==> src/csde_map.vh <==
// Constants for the compare, skip, decimal adjust and decrement execution block
`ifndef CSDE_MAP_VH
`define CSDE_MAP_VH

// Opcode fields
`define CSDE_OP_CMP_HI      8'h32
`define CSDE_OP_CMP_LO      8'h30
`define CSDE_OP_CMP_EQ      8'h31
`define CSDE_OP_DADJ        7'h17
`define CSDE_OP_DECR        7'h03
`define CSDE_SEL_BIT        8
`define CSDE_ADDR_MSB       7

// Decimal adjust constants
`define CSDE_BCD_LIMIT      4'h9
`define CSDE_BCD_CORR       4'h6

// Instruction cycle phases
`define CSDE_Q1             2'h0
`define CSDE_Q2             2'h1
`define CSDE_Q3             2'h2
`define CSDE_Q4             2'h3

// Flag bit positions
`define CSDE_FLG_C          0
`define CSDE_FLG_HCY        1
`define CSDE_FLG_Z          2
`define CSDE_FLG_WRAP       3

// Register byte offsets
`define CSDE_OFF_WACC       4'h0
`define CSDE_OFF_FLAGS      4'h4
`define CSDE_OFF_CTRL       4'h8
`define CSDE_OFF_STATE      4'hc

// Reset values
`define CSDE_RST_WACC       8'h00
`define CSDE_RST_FLAGS      4'h0
`define CSDE_RST_CTRL       1'b1

`endif

==> src/csde_bcd_nibble.v <==
// One nibble of the decimal adjust: add six when above nine or when forced
`include "csde_map.vh"

module csde_bcd_nibble
(
	// Nibble in
	input  wire [3:0] nib_i,
	input  wire       force_i,
	// Corrected nibble and carry out
	output wire [3:0] nib_o,
	output wire       carry_o
);

	wire       need_corr;
	wire [4:0] sum;

	// Correct when above nine or the matching carry flag is set
	assign need_corr = (nib_i > `CSDE_BCD_LIMIT) | force_i;
	assign sum       = {1'b0, nib_i} + {1'b0, (need_corr ? `CSDE_BCD_CORR : 4'h0)};
	assign nib_o     = sum[3:0];
	assign carry_o   = sum[4];

endmodule // csde_bcd_nibble

==> src/csde_exec.v <==
// Execution unit for compare-and-skip, decimal adjust and decrement instructions
//
// Our own choices: the Avalon-MM interface to the registers and the placing of the registers.
`include "csde_map.vh"

module csde_exec
(
	// Clock, reset, enable
	input  wire        clock_i,
	input  wire        resetn_i,
	input  wire        ce_i,
	// Instruction stream, sampled in Q1
	input  wire [15:0] instr_i,
	input  wire        instr_valid_i,
	// Data memory port
	output reg         reg_rd_o,
	output reg  [7:0]  reg_raddr_o,
	input  wire [7:0]  reg_rdata_i,
	output reg         reg_wr_o,
	output reg  [7:0]  reg_waddr_o,
	output reg  [7:0]  reg_wdata_o,
	// Core state
	output wire [1:0]  q_phase_o,
	output wire        nop_slot_o,
	output wire [7:0]  wacc_o,
	output wire [3:0]  flags_o,
	// Avalon-MM slave
	input  wire [3:0]  avs_address,
	input  wire        avs_read,
	input  wire        avs_write,
	input  wire [31:0] avs_writedata,
	input  wire [3:0]  avs_byteenable,
	output reg  [31:0] avs_readdata,
	output wire        avs_waitrequest
);

	// Reset synchroniser
	reg        rst_meta_ff;
	reg        rst_sync_ff;
	wire       rstn;

	// Pipeline state
	reg [1:0]  qph_ff;
	reg [15:0] ir_ff;
	reg        ir_live_ff;
	reg        skip_ff;
	reg        nop_ff;
	reg [7:0]  fval_ff;
	reg [7:0]  wacc_ff;
	reg [3:0]  flags_ff;
	reg        run_ff;

	// Bus state
	reg        ack_ff;

	// Decode and datapath
	wire       is_cmp_gt;
	wire       is_cmp_lt;
	wire       is_cmp_eq;
	wire       is_dadj;
	wire       is_decr;
	wire       sel_bit;
	wire [8:0] cmp_diff;
	wire       f_lt_w;
	wire       f_eq_w;
	wire       f_gt_w;
	wire       skip_hit;
	wire [7:0] dec_res;
	wire [3:0] adj_lo;
	wire [3:0] adj_hi;
	wire       adj_hi_cy;
	wire       bus_wr;

	// Next values
	reg  [7:0] nxt_wacc;
	reg  [3:0] nxt_flags;
	reg        nxt_wr;
	reg  [7:0] nxt_wdata;

	// Reset release through two flops
	// Assertion is immediate; release waits two edges so no flop sees a runt release
	always @(posedge clock_i or negedge resetn_i)
	begin
		if (!resetn_i)
		begin
			rst_meta_ff <= 1'b0;
			rst_sync_ff <= 1'b0;
		end
		else
		begin
			rst_meta_ff <= 1'b1;
			rst_sync_ff <= rst_meta_ff;
		end
	end

	assign rstn = rst_sync_ff;

	// Opcode decode on the held instruction
	assign is_cmp_gt = (ir_ff[15:8] == `CSDE_OP_CMP_HI);
	assign is_cmp_lt = (ir_ff[15:8] == `CSDE_OP_CMP_LO);
	assign is_cmp_eq = (ir_ff[15:8] == `CSDE_OP_CMP_EQ);
	assign is_dadj   = (ir_ff[15:9] == `CSDE_OP_DADJ);
	assign is_decr   = (ir_ff[15:9] == `CSDE_OP_DECR);
	assign sel_bit   = ir_ff[`CSDE_SEL_BIT];

	// Unsigned compare by register minus accumulator
	assign cmp_diff = {1'b0, fval_ff} - {1'b0, wacc_ff};
	assign f_lt_w   = cmp_diff[8];
	assign f_eq_w   = (cmp_diff[7:0] == 8'h00);
	assign f_gt_w   = ~f_lt_w & ~f_eq_w;

	// Skip condition of the compare family
	// Equal shares the subtractor with the two ordering compares
	assign skip_hit = (is_cmp_gt & f_gt_w)
		| (is_cmp_lt & f_lt_w)
		| (is_cmp_eq & f_eq_w);

	// Decrement result
	// Carry means no borrow: only a zero register borrows
	// Overflow marks the single signed wrap, from 0x80 down to 0x7f
	assign dec_res = fval_ff - 8'h01;

	// Nibble-wise decimal correction of the accumulator
	// The nibbles are corrected independently; the low nibble carry is dropped
	csde_bcd_nibble u_adj_lo
	(
		.nib_i   (wacc_ff[3:0]),
		.force_i (flags_ff[`CSDE_FLG_HCY]),
		.nib_o   (adj_lo),
		.carry_o ()
	);

	csde_bcd_nibble u_adj_hi
	(
		.nib_i   (wacc_ff[7:4]),
		.force_i (flags_ff[`CSDE_FLG_C]),
		.nib_o   (adj_hi),
		.carry_o (adj_hi_cy)
	);

	// Bus write strobe, taken in the cycle waitrequest is low
	assign bus_wr = avs_write & ack_ff;

	// Q4 result: destination write, accumulator and flags
	// Execution updates come after the bus writes, so they win in a shared cycle
	always @*
	begin
		nxt_wacc  = wacc_ff;
		nxt_flags = flags_ff;
		nxt_wr    = 1'b0;
		nxt_wdata = 8'h00;
		if (bus_wr && avs_address == `CSDE_OFF_WACC && avs_byteenable[0])
			nxt_wacc = avs_writedata[7:0];
		if (bus_wr && avs_address == `CSDE_OFF_FLAGS && avs_byteenable[0])
			nxt_flags = avs_writedata[3:0];
		if (qph_ff == `CSDE_Q4 && ir_live_ff)
		begin
			if (is_dadj)
			begin
				nxt_wr    = 1'b1;
				nxt_wdata = {adj_hi, adj_lo};
				if (!sel_bit)
					nxt_wacc = {adj_hi, adj_lo};
				if (adj_hi_cy)
					nxt_flags[`CSDE_FLG_C] = 1'b1;
			end
			else if (is_decr)
			begin
				if (sel_bit)
				begin
					nxt_wr    = 1'b1;
					nxt_wdata = dec_res;
				end
				else
					nxt_wacc = dec_res;
				nxt_flags[`CSDE_FLG_C]    = (fval_ff != 8'h00);
				nxt_flags[`CSDE_FLG_HCY]  = (fval_ff[3:0] != 4'h0);
				nxt_flags[`CSDE_FLG_Z]    = (dec_res == 8'h00);
				nxt_flags[`CSDE_FLG_WRAP] = (fval_ff == 8'h80);
			end
		end
	end

	// Four-phase instruction cycle and execution state
	always @(posedge clock_i or negedge rstn)
	begin
		if (!rstn)
		begin
			qph_ff      <= `CSDE_Q1;
			ir_ff       <= 16'h0000;
			ir_live_ff  <= 1'b0;
			skip_ff     <= 1'b0;
			nop_ff      <= 1'b0;
			fval_ff     <= 8'h00;
			wacc_ff     <= `CSDE_RST_WACC;
			flags_ff    <= `CSDE_RST_FLAGS;
			reg_rd_o    <= 1'b0;
			reg_raddr_o <= 8'h00;
			reg_wr_o    <= 1'b0;
			reg_waddr_o <= 8'h00;
			reg_wdata_o <= 8'h00;
		end
		else if (ce_i)
		begin
			qph_ff    <= qph_ff + 2'h1;
			reg_rd_o  <= 1'b0;
			reg_wr_o  <= nxt_wr;
			wacc_ff   <= nxt_wacc;
			flags_ff  <= nxt_flags;
			if (nxt_wr)
			begin
				reg_waddr_o <= ir_ff[`CSDE_ADDR_MSB:0];
				reg_wdata_o <= nxt_wdata;
			end
			case (qph_ff)
				`CSDE_Q1:
				begin
					// A skipped slot runs as a no-operation cycle
					// An invalid word or a stopped core also leaves the slot idle
					ir_ff      <= instr_i;
					ir_live_ff <= instr_valid_i & run_ff & ~skip_ff;
					nop_ff     <= skip_ff;
					skip_ff    <= 1'b0;
				end
				`CSDE_Q2:
				begin
					reg_rd_o    <= ir_live_ff;
					reg_raddr_o <= ir_ff[`CSDE_ADDR_MSB:0];
				end
				`CSDE_Q3:
					fval_ff <= reg_rdata_i;
				default:
				begin
					// Compares write nothing; a hit costs one extra cycle
					skip_ff <= ir_live_ff & skip_hit;
				end
			endcase
		end
	end

	// Control register and bus acknowledge
	// The run bit stops new instructions; one already in flight completes
	always @(posedge clock_i or negedge rstn)
	begin
		if (!rstn)
		begin
			run_ff <= `CSDE_RST_CTRL;
			ack_ff <= 1'b0;
		end
		else if (ce_i)
		begin
			ack_ff <= (avs_read | avs_write) & ~ack_ff;
			if (bus_wr && avs_address == `CSDE_OFF_CTRL && avs_byteenable[0])
				run_ff <= avs_writedata[0];
		end
	end

	// Read data, registered at the acknowledge edge
	// Loaded while waitrequest is high, so the data stands at the accepting edge
	always @(posedge clock_i or negedge rstn)
	begin
		if (!rstn)
			avs_readdata <= 32'h00000000;
		else if (ce_i && (avs_read & ~ack_ff))
		begin
			if (avs_address == `CSDE_OFF_WACC)
				avs_readdata <= {24'h000000, wacc_ff};
			else if (avs_address == `CSDE_OFF_FLAGS)
				avs_readdata <= {28'h0000000, flags_ff};
			else if (avs_address == `CSDE_OFF_CTRL)
				avs_readdata <= {31'h00000000, run_ff};
			else if (avs_address == `CSDE_OFF_STATE)
				avs_readdata <= {12'h000, nop_ff, skip_ff, qph_ff, ir_ff};
			else
				avs_readdata <= 32'h00000000;
		end
	end

	// Waitrequest holds the first cycle of each access
	// The acknowledge flop also keeps a held request from being taken twice
	assign avs_waitrequest = (avs_read | avs_write) & ~ack_ff;

	// Core state outputs
	// Straight from flops, with no logic after the registers
	assign q_phase_o  = qph_ff;
	assign nop_slot_o = nop_ff;
	assign wacc_o     = wacc_ff;
	assign flags_o    = flags_ff;

endmodule // csde_exec

==> config.mk <==
export PLATFORM = sky130hd
export DESIGN_NAME = csde_exec
export DESIGN_NICKNAME = d
export VERILOG_FILES = /design/src/csde_bcd_nibble.v /design/src/csde_exec.v
export VERILOG_INCLUDE_DIRS = /design/src /design/src/src
export SDC_FILE = /design/constraint.sdc
export NUM_CORES = 1
export LEC_CHECK = 0
export BUFFER_PORTS_ARGS = -buffer_cell sky130_fd_sc_hd__buf_2
export CAP_MARGIN = 25
export CORE_MARGIN = 3
export CORE_UTILIZATION = 40
export DETAILED_ROUTE_END_ITERATION = 7
export GPL_TIMING_DRIVEN = 0
export PLACE_DENSITY = 0.63
export SKIP_CTS_REPAIR_TIMING = 1
export SYNTH_ARGS = -nofsm -noshare
export SYNTH_HDL_FRONTEND = slang
export SYNTH_SLANG_ARGS = --single-unit
==> constraint.sdc <==
create_clock -name clock_i -period 3.3 [get_ports clock_i]
set_input_delay 0.495 -clock clock_i [delete_from_list [all_inputs] [get_ports clock_i]]
set_output_delay 0.495 -clock clock_i [all_outputs]
set_load 0.01 [all_outputs]
==> flow_summary.json, run 1 <==
{
  "outcome": "completed",
  "num_io_pins": 144,
  "grt_pass1_vias": 3921,
  "seq_area_frac_synth": 0.465,
  "slew_violations": 0,
  "dp.final_hpwl_um": 10500,
  "routed_wl_um": 13300,
  "synth.distinct_cells": 60,
  "path_class": "reg2reg",
  "synth-async-reset-ratio": 1.00,
  "crit_arrival_ns": 3.02,
  "hold_viol": 0,
  "max_slew_margin": 0.379,
  "track_usage": 0.197,
  "cts-htree-levels": 3,
  "synth_top_family_by_area": "simple AND/OR/NAND/NOR gates",
  "clock_path_buffers": 2,
  "synthSimpleGateAreaFrac": 0.141,
  "synth-xor-area-share": 0.0232,
  "ys_warn_count": 0,
  "hold_class": "reg2async",
  "p_per_area_nw_per_um2": 724,
  "tritoncts": "yes",
  "diodes": 0,
  "synth-seq-cells": 91,
  "viasPerCell": 5.37,
  "chipHeight_um": 117,
  "synth_area_um2": 4900,
  "place_congestion": 0.948,
  "final_common_cell": "buf_2",
  "grt_overflow_total": 0,
  "min_period_ns": 2.81,
  "ys_dominant_reg_cell": "dfrtp_1",
  "wl_per_cell_um": 17.7,
  "grt_pass1_wl_um": 20600,
  "clkSinkCount": 91,
  "peakVddDrop_uv": 374,
  "dpl.cell_count": 736,
  "layout-drive-gt1-share": 0.316,
  "muxShareOfSynthArea": 0.116,
  "drv_cap": 0,
  "crit_path_end_kind": "flip-flop",
  "finClkSkew_ns": 0.00895,
  "clock.fmax_mhz": 356,
  "yosys.area.top_type_share": 0.459,
  "drtIter0Drc": 232,
  "worstMarginPinSlew_ns": 0.922,
  "dr.pass1.iters": 5,
  "synth_edf_count": 0,
  "cp_max_fo": 7,
  "holdWs_ns": 0.310,
  "r2r-start": "fval_ff[0]",
  "instances_no_fill": 753,
  "initial_core_util": 0.419,
  "synth.avg_cell_area_um2": 10.3,
  "setup_tns_ns": 0,
  "num_vias": 4043,
  "setup_viol": 0,
  "synth_fa_ha_area_frac": 0.0582,
  "rsz0062_at_grt": "no",
  "worst_slack_ns": 0.489,
  "fin_nets": 696,
  "place_ws_ns": 0.501,
  "layout_common_cells": "108 x buf_2, 89 x dfrtp_1, 58 x nand2_1",
  "syn_to_final_growth_pct": 21.4,
  "p_leak_nw": 2.85,
  "numPortBuffers": 103,
  "drc": 0,
  "core_um2": 11700,
  "synth_compound_area_frac": 0.136,
  "cts_made_buffers": 9,
  "reg2reg_depth": 9,
  "worstPathRequired_ns": 3.51,
  "grt_max_degree": 53,
  "fin_crit_sh": 0.852,
  "dieWidth_um": 117,
  "yosys.area.top_type": "dfrtp_1",
  "netlist_top_cells_area": "dfrtp_1 46%, mux2_2 9.9%, ha_1 4.6%",
  "fp.dieArea_um2": 13600,
  "ant_nets": 0,
  "synth_cells": 478,
  "clk_latency_ns": 0.34,
  "r2r_setup_slack_ns": 0.49,
  "fin_util": 0.508,
  "startpoint_type": "flip-flop",
  "cts.root.buffer_cell": "clkbuf_16",
  "path_clk_slew_ns": 0.07,
  "rows": 39,
  "r2r_end": "skip_ff",
  "antenna_found_initial": 1
}
==> worst max-delay path, cell delays in order, from the launching register on <==
cell and delay (ns):
dfrtp_1 0.49, inv_1 0.13, ha_1 0.24, fa_1 0.40
nand2b_1 0.19, a211oi_1 0.52, a32oi_1 0.12, o2111ai_1 0.30
o41a_1 0.21, nand3_1 0.07
==> layer usage <==
layer / routed length (µm) / up-vias / share of wire / track usage
li1: - / 1929 / - / -
met1: 6130 / 1949 / 0.46 / 0.272
met2: 6210 / 147 / 0.47 / 0.311
met3: 795 / 16 / 0.060 / 0.0420
met4: 177 / 2 / 0.013 / 0.0612
met5: 13 / - / 0.00098 / 0
==> sequential cells by signal, summed over array words and instances, names as in the netlist, 2 cells and up <==
name,flops
flags_o,4
wacc_o,8
avs_readdata,20
ir_ff,16
fval_ff,8
reg_wdata_o,8
reg_waddr_o,8
q_phase_o,2
reg_raddr_o,8
==> stage by stage <==
step	cell area (µm²)	total power, mW
final	5950	4.31
after global routing	5950	4.63
after CTS	5940	4.34
after detailed placement	5670	3.38
after global placement	5640	3.31
after floorplan	4940	2.82
==> worst max-delay path by stage <==
stage                start         to  slack (ns)  cells after the start
2_1_floorplan  rst_sync_ff     ack_ff        0.58                      0
3_3_place_gp   rst_sync_ff  wacc_o[1]       -0.35                      0
3_5_place_dp    fval_ff[0]    skip_ff        0.50                      9
4_1_cts         fval_ff[0]    skip_ff        0.48                      9
5_1_grt         fval_ff[0]    skip_ff        0.26                      9
6_report        fval_ff[0]    skip_ff        0.49                      9
==> area by class of cell <==
class                      count  area, µm²
multi-input combinational    343       2370
clock buffer                  12        246
fill                        1098       5760
inverter                      22       82.6
clock inverter                 4       27.5
buffer                        33        209
sequential                    91       2280
tap                          143        179
timing repair buffer         105        553
==> cells in the mapped netlist, types with 4 or more instances <==
library cell	instances
a21oi_1	18
a22o_1	5
a22oi_1	7
buf_2	5
buf_4	14
clkbuf_1	11
dfrtp_1	90
ha_1	18
inv_1	22
mux2_2	43
mux2i_1	6
nand2_1	58
nand2b_1	5
nand3_1	14
nor2_1	30
nor3_1	6
o21a_1	4
o21ai_0	43
o22ai_1	7
o31ai_1	5
xnor2_1	5
xor2_1	8
==> kinds of logic (layout without fill, tap and decap cells) <==
| kind of cell | after synthesis | count (layout) |
|---|---|---|
| simple gates | 138 | 138 |
| compound gates | 108 | 108 |
| flops | 91 | 91 |
| buf+inv | 55 | 176 |
| mux | 50 | 50 |
| fa+ha+maj | 21 | 21 |
| xor+xnor | 13 | 13 |
| other cells | 2 | 13 |
==> power breakdown <==
part           internal [mW]  switching [mW]  total (mW)  leakage, nW
combinational          0.751           0.866        1.62         1.56
clock                  0.532           0.422       0.954        0.137
sequential              1.39           0.349        1.74         1.15
total                   2.68            1.64        4.31         2.85
(Power assumes the default switching activity.)
==> run 2: changes to the inputs <==
==> constraint.sdc (replaced) <==
create_clock -name clock_i -period 3.3 [get_ports clock_i]
set_input_delay 0.825 -clock clock_i [delete_from_list [all_inputs] [get_ports clock_i]]
set_output_delay 0.825 -clock clock_i [all_outputs]
set_load 0.01 [all_outputs]
==> run 2 against run 1 <==
Compared with the run above:
- clock skew rose by 0.00050 ns
- highest routed layer unchanged
- power barely moved
- critical path type unchanged
- sequential cell count unchanged
- die area unchanged
==> flow_summary.json, run 2 (synthesis gave the netlist of run 1 again) <==
{
  "numPortBuffers": 103,
  "setup_tns_ns": 0,
  "fin_nets": 695,
  "finClkSkew_ns": 0.00945,
  "grt_pass1_wl_um": 20600,
  "dp.final_hpwl_um": 10500,
  "clkSinkCount": 91,
  "clk_latency_ns": 0.34,
  "fin_area_um2": 5940,
  "path_class": "reg2reg",
  "clock_path_buffers": 2,
  "antenna_found_initial": 1,
  "crit_path_top_delay_cell": "a211oi_1",
  "drv_cap": 0,
  "p_sw_frac": 0.380,
  "num_io_pins": 144,
  "layout_common_cells": "108 x buf_2, 89 x dfrtp_1, 58 x nand2_1",
  "grt_max_degree": 53,
  "wl_per_cell_um": 17.7,
  "cts.root.buffer_cell": "clkbuf_16",
  "drtIter0Drc": 247,
  "syn_to_final_growth_pct": 21.2,
  "peakVddDrop_uv": 375,
  "reg_top3": "avs_readdata x20, ir_ff x16",
  "ant_nets": 0,
  "p_leak_nw": 2.85,
  "switching_power_mw": 1.64,
  "tritoncts": "yes",
  "largest_reg_flops": 20,
  "routed_wl_um": 13300,
  "crit_arrival_ns": 3.05,
  "layout-drive-gt1-share": 0.317,
  "setup_viol": 0,
  "path_clk_slew_ns": 0.07,
  "placed_area_um2": 5670,
  "drc": 0,
  "hold_class": "in2async",
  "startpoint_type": "flip-flop",
  "cp_max_fo": 7,
  "cts_made_buffers": 9,
  "core_um2": 11700,
  "track_usage": 0.197,
  "total_power_mw": 4.31,
  "viasPerCell": 5.35,
  "fill_cells": 1097,
  "regMostFlops": "avs_readdata",
  "initial_core_util": 0.419,
  "max_slew_margin": 0.376,
  "clock.fmax_mhz": 351,
  "path_cells": "inv_1 -> ha_1 -> fa_1 -> nand2b_1 -> a211oi_1 -> a32oi_1 -> o2111ai_1 -> o41a_1 -> nand3_1",
  "place_ws_ns": 0.501,
  "num_vias": 4022,
  "dr.pass1.iters": 4,
  "power_frac_clock": 0.221,
  "comb_power_share": 0.375,
  "cts-htree-levels": 3,
  "diodes": 0,
  "worstPathRequired_ns": 3.51,
  "outcome": "completed",
  "place_congestion": 0.948,
  "max_stage_delay_ns": 0.52,
  "worstMarginPinSlew_ns": 0.927,
  "crit_path_end_kind": "flip-flop",
  "min_period_ns": 2.85,
  "chipHeight_um": 117,
  "final_common_cell": "buf_2",
  "fin_crit_sh": 0.862,
  "slew_violations": 0,
  "grt_overflow_total": 0,
  "p_per_area_nw_per_um2": 726,
  "holdWs_ns": 0.259,
  "dieWidth_um": 117,
  "worst_slack_ns": 0.454,
  "rsz0062_at_grt": "no",
  "hold_viol": 0,
  "fp.dieArea_um2": 13600,
  "internal_power_mw": 2.67,
  "grt_pass1_vias": 3921,
  "rows": 39,
  "seqPwrFrac": 0.404
}
==> run 2: cell count changes in the layout (fill, tap and decap cells not counted), sizes merged <==
cell | before | now
dlygate4sd3 | 1 | 0
==> run 2: final timing paths <==
| check | start | end | slack, ns | depth (start not counted) |
|---|---|---|---|---|
| worst max-delay path | fval_ff[0] | skip_ff | 0.45 | 9 |
| worst min-delay path | resetn_i | rst_meta_ff | 0.26 | 1 |
| worst max register to register | fval_ff[0] | skip_ff | 0.45 | 9 |
| worst min register to register | rst_sync_ff | ir_ff[8] | 0.31 | 0 |
| max in group asynchronous | rst_sync_ff | wacc_o[1] | 2.35 | 1 |
| min in group clock_i | rst_meta_ff | rst_sync_ff | 0.36 | 0 |
==> run 2: final cells by class <==
type	instances	area, µm²	area share
Multi-Input combinational cell	343	2370	0.399
Sequential cell	91	2280	0.384
Timing Repair Buffer	104	543	0.0913
Clock buffer	12	246	0.0415
Buffer	33	209	0.0352
Tap cell	143	179	0.0301
Inverter	22	82.6	0.0139
Clock inverter	4	27.5	0.00463
==> run 2: through the flow <==
| step | instances | util |
|---|---|---|
| finish | 752 | 0.508 |
| floorplan | 489 | - |
| detailed placement | 736 | 0.484 |
| global route | 752 | 0.508 |
| global placement | 735 | 0.482 |
| CTS | 752 | 0.508 |
==> run 2: metal layers <==
metal  global-route usage  vias up  share of wire
met2                0.311      130           0.47
li1                     -     1928              -
met5                    0        -        0.00098
met4               0.0612        2          0.012
met3               0.0420       14          0.060
met1                0.272     1948           0.46
==> run 2: power groups by stage <==
stage                     Clock [mW]  Combinational (mW)  Sequential (mW)
after CTS                      0.977                1.62             1.74
after global routing            1.02                1.81             1.79
after detailed placement           0                1.61             1.76
after global placement             0                1.55             1.76
final                          0.953                1.62             1.74
after floorplan                    0                1.12             1.70
==> run 2: worst max-delay path: cells and delay by family, from the launching register on <==
kind / cells / cell delay, ns
AO/OA/AOI/OAI: 4 / 1.18
flip-flops: 1 / 0.51
adder cells (fa/ha/maj): 2 / 0.64
buffers and inverters: 1 / 0.13
AND/OR/NAND/NOR: 2 / 0.25
==> run 3: changes to the inputs <==
--- a/config.mk
+++ b/config.mk
@@ -6,13 +6,13 @@
 export SDC_FILE = /design/constraint.sdc
 export NUM_CORES = 1
 export LEC_CHECK = 0
+export ABC_AREA = 1
 export BUFFER_PORTS_ARGS = -buffer_cell sky130_fd_sc_hd__buf_2
 export CAP_MARGIN = 25
 export CORE_MARGIN = 3
-export CORE_UTILIZATION = 40
+export CORE_UTILIZATION = 30
 export DETAILED_ROUTE_END_ITERATION = 7
 export GPL_TIMING_DRIVEN = 0
-export PLACE_DENSITY = 0.63
 export SKIP_CTS_REPAIR_TIMING = 1
 export SYNTH_ARGS = -nofsm -noshare
 export SYNTH_HDL_FRONTEND = slang
==> run 3 against run 2 <==
Compared with the run above:
- non-clock buffer count shrank 3
- critical path depth grew 7
- final area grew 2.8%
- via count grew 11%
- count of clock-buffer cells in the layout shrank 2
- die area grew 33%
- clock skew grew 0.0024 ns
- clock power grew 8%
==> flow_summary.json, run 3 <==
{
  "grt_overflow_total": 0,
  "place_ws_ns": 0.879,
  "synth_edf_count": 0,
  "synth-async-reset-ratio": 1.00,
  "netlist_top_cells_area": "dfrtp_1 45%, nand2_1 11%, inv_1 5.6%",
  "cts-htree-levels": 3,
  "hold_viol": 0,
  "clock_path_buffers": 2,
  "startpoint_type": "flip-flop",
  "drtIter0Drc": 255,
  "dpl.cell_count": 938,
  "largest_reg_flops": 20,
  "num_vias": 4472,
  "grt_pass1_vias": 4149,
  "post-synth-top-count-cell": "nand2_1",
  "wl_met2_um": 6840,
  "syn_to_final_growth_pct": 23.3,
  "final_common_cell": "nand2_1",
  "worstMarginPinSlew_ns": 0.537,
  "path_class": "reg2reg",
  "setup_viol": 0,
  "p_per_area_nw_per_um2": 712,
  "antenna_found_initial": 1,
  "muxShareOfSynthArea": 0,
  "regMostFlops": "avs_readdata",
  "chipHeight_um": 135,
  "wl_per_cell_um": 15.5,
  "p_leak_nw": 3.14,
  "clock.fmax_mhz": 433,
  "worst_slack_ns": 0.989,
  "cts.root.buffer_cell": "clkbuf_16",
  "peakVddDrop_uv": 245,
  "rsz0062_at_grt": "no",
  "core_um2": 16100,
  "diodes": 0,
  "cp_max_fo": 6,
  "slew_violations": 0,
  "initial_core_util": 0.309,
  "setup_tns_ns": 0,
  "synthSimpleGateAreaFrac": 0.217,
  "synth_common_cells": "140 x nand2_1, 90 x dfrtp_1, 74 x inv_1, 42 x o21ai_0, 38 x a21oi_1",
  "place_congestion": 0.915,
  "dr.pass1.iters": 5,
  "layout-drive-gt1-share": 0.225,
  "synth-seq-cells": 91,
  "synth_fa_ha_area_frac": 0.0575,
  "met1Wirelength_um": 6810,
  "clkSinkCount": 91,
  "layout_common_cells": "140 x nand2_1, 107 x buf_2, 89 x dfrtp_1",
  "grt_pass1_wl_um": 23000,
  "multi_input_area_um2": 2240,
  "viasPerCell": 4.69,
  "synth_compound_area_frac": 0.158,
  "drc": 0,
  "seq_area_frac_synth": 0.460,
  "rows": 46,
  "ys_warn_count": 0,
  "ant_nets": 0,
  "synth.distinct_cells": 47,
  "topRoutingLayerUsed": "met5",
  "synth_top_family_by_area": "simple AND/OR/NAND/NOR gates",
  "min_period_ns": 2.31,
  "clk_latency_ns": 0.35,
  "finClkSkew_ns": 0.0119,
  "fin_util": 0.381,
  "dp.final_hpwl_um": 11500,
  "dieWidth_um": 135,
  "synth-xor-area-share": 0.0106,
  "synth.avg_cell_area_um2": 8.18,
  "yosys.area.top_type": "dfrtp_1",
  "num_io_pins": 144,
  "reg_top3": "avs_readdata x20, ir_ff x16",
  "cts_made_buffers": 9,
  "synth_cells": 606,
  "track_usage": 0.164,
  "path_clk_slew_ns": 0.07,
  "crit_arrival_ns": 2.60,
  "r2r_setup_slack_ns": 0.99,
  "fill_cells": 1678,
  "yosys.area.top_type_share": 0.454,
  "holdWs_ns": 0.243,
  "seq_area_um2": 2280,
  "fin_crit_sh": 0.700,
  "tritoncts": "yes",
  "wl_met3_um": 882,
  "worstPathRequired_ns": 3.58,
  "grt_max_degree": 66,
  "outcome": "completed",
  "fin_nets": 824,
  "numPortBuffers": 104,
  "instances_no_fill": 954,
  "synth_area_um2": 4960,
  "crit_path_end_kind": "flip-flop",
  "drv_cap": 0,
  "routed_wl_um": 14800,
  "hold_class": "in2async",
  "fp.dieArea_um2": 18100,
  "ys_dominant_reg_cell": "dfrtp_1",
  "max_slew_margin": 0.642
}
-- run 3: cell count changes in the layout (fill, tap and decap cells not counted), sizes merged, moves of 12 or more --
cell | before | now
nand2 | 58 | 144
mux2 | 43 | 0
nand3 | 14 | 28
a21oi | 18 | 40
inv | 22 | 84
nor2 | 30 | 42
o21ai | 44 | 62
-- run 3: final cells by class --
| cell class | instances | share of cell area |
|---|---|---|
| Tap cell | 216 | 0.0442 |
| Buffer | 29 | 0.0289 |
| Clock buffer | 10 | 0.0391 |
| Clock inverter | 6 | 0.00839 |
| Multi-Input combinational cell | 417 | 0.367 |
| Timing Repair Buffer | 105 | 0.0897 |
| Sequential cell | 91 | 0.373 |
| Inverter | 80 | 0.0491 |
-- run 3: final timing paths --
| check | startpoint | to | cells after the start |
|---|---|---|---|
| max | fval_ff[0] | skip_ff | 16 |
| min | resetn_i | rst_sync_ff | 1 |
| max reg2reg | fval_ff[0] | skip_ff | 16 |
| min reg2reg | rst_sync_ff | ir_ff[14] | 0 |
| max in group asynchronous | rst_sync_ff | run_ff | 1 |
| min in group clock_i | rst_meta_ff | rst_sync_ff | 0 |
-- run 3: power by group --
group	switching (mW)	leakage (nW)	internal (mW)	total, mW
sequential	0.247	1.14	1.39	1.64
clock	0.483	0.146	0.547	1.03
combinational	1.09	1.85	0.586	1.68
-- run 3: worst max-delay path: stages (launching register included) --
cell,delay (ns)
dfrtp_1,0.43
inv_1,0.18
ha_1,0.25
fa_1,0.36
inv_1,0.10
nand2_1,0.09
nand2_1,0.11
nand3_1,0.08
nand2_1,0.08
nand3_1,0.07
nor2_1,0.14
nand3_1,0.09
nand2_1,0.06
inv_1,0.03
nand2_1,0.06
nand2_1,0.05
nand2_1,0.05
-- run 3: per-layer routing --
layer | vias to the layer above | track usage
met5 | - | 0
met4 | 2 | 0.0554
met3 | 19 | 0.0306
met2 | 146 | 0.259
met1 | 2067 | 0.228
li1 | 2238 | -
-- run 3: metrics by stage --
step                power, mW  area (µm²)
floorplan                2.74        5000
global placement         3.29        5790
detailed placement       3.33        5820
CTS                      4.37        6110
global route             4.68        6110
finish                   4.35        6110
-- run 3: cells by family after synthesis --
| group | count (synthesis) |
|---|---|
| AO/OA/AOI/OAI | 137 |
| XOR/XNOR | 6 |
| adder cells (fa/ha/maj) | 21 |
| buffers and inverters | 109 |
| flip-flops | 91 |
| other | 2 |
| AND/OR/NAND/NOR | 240 |
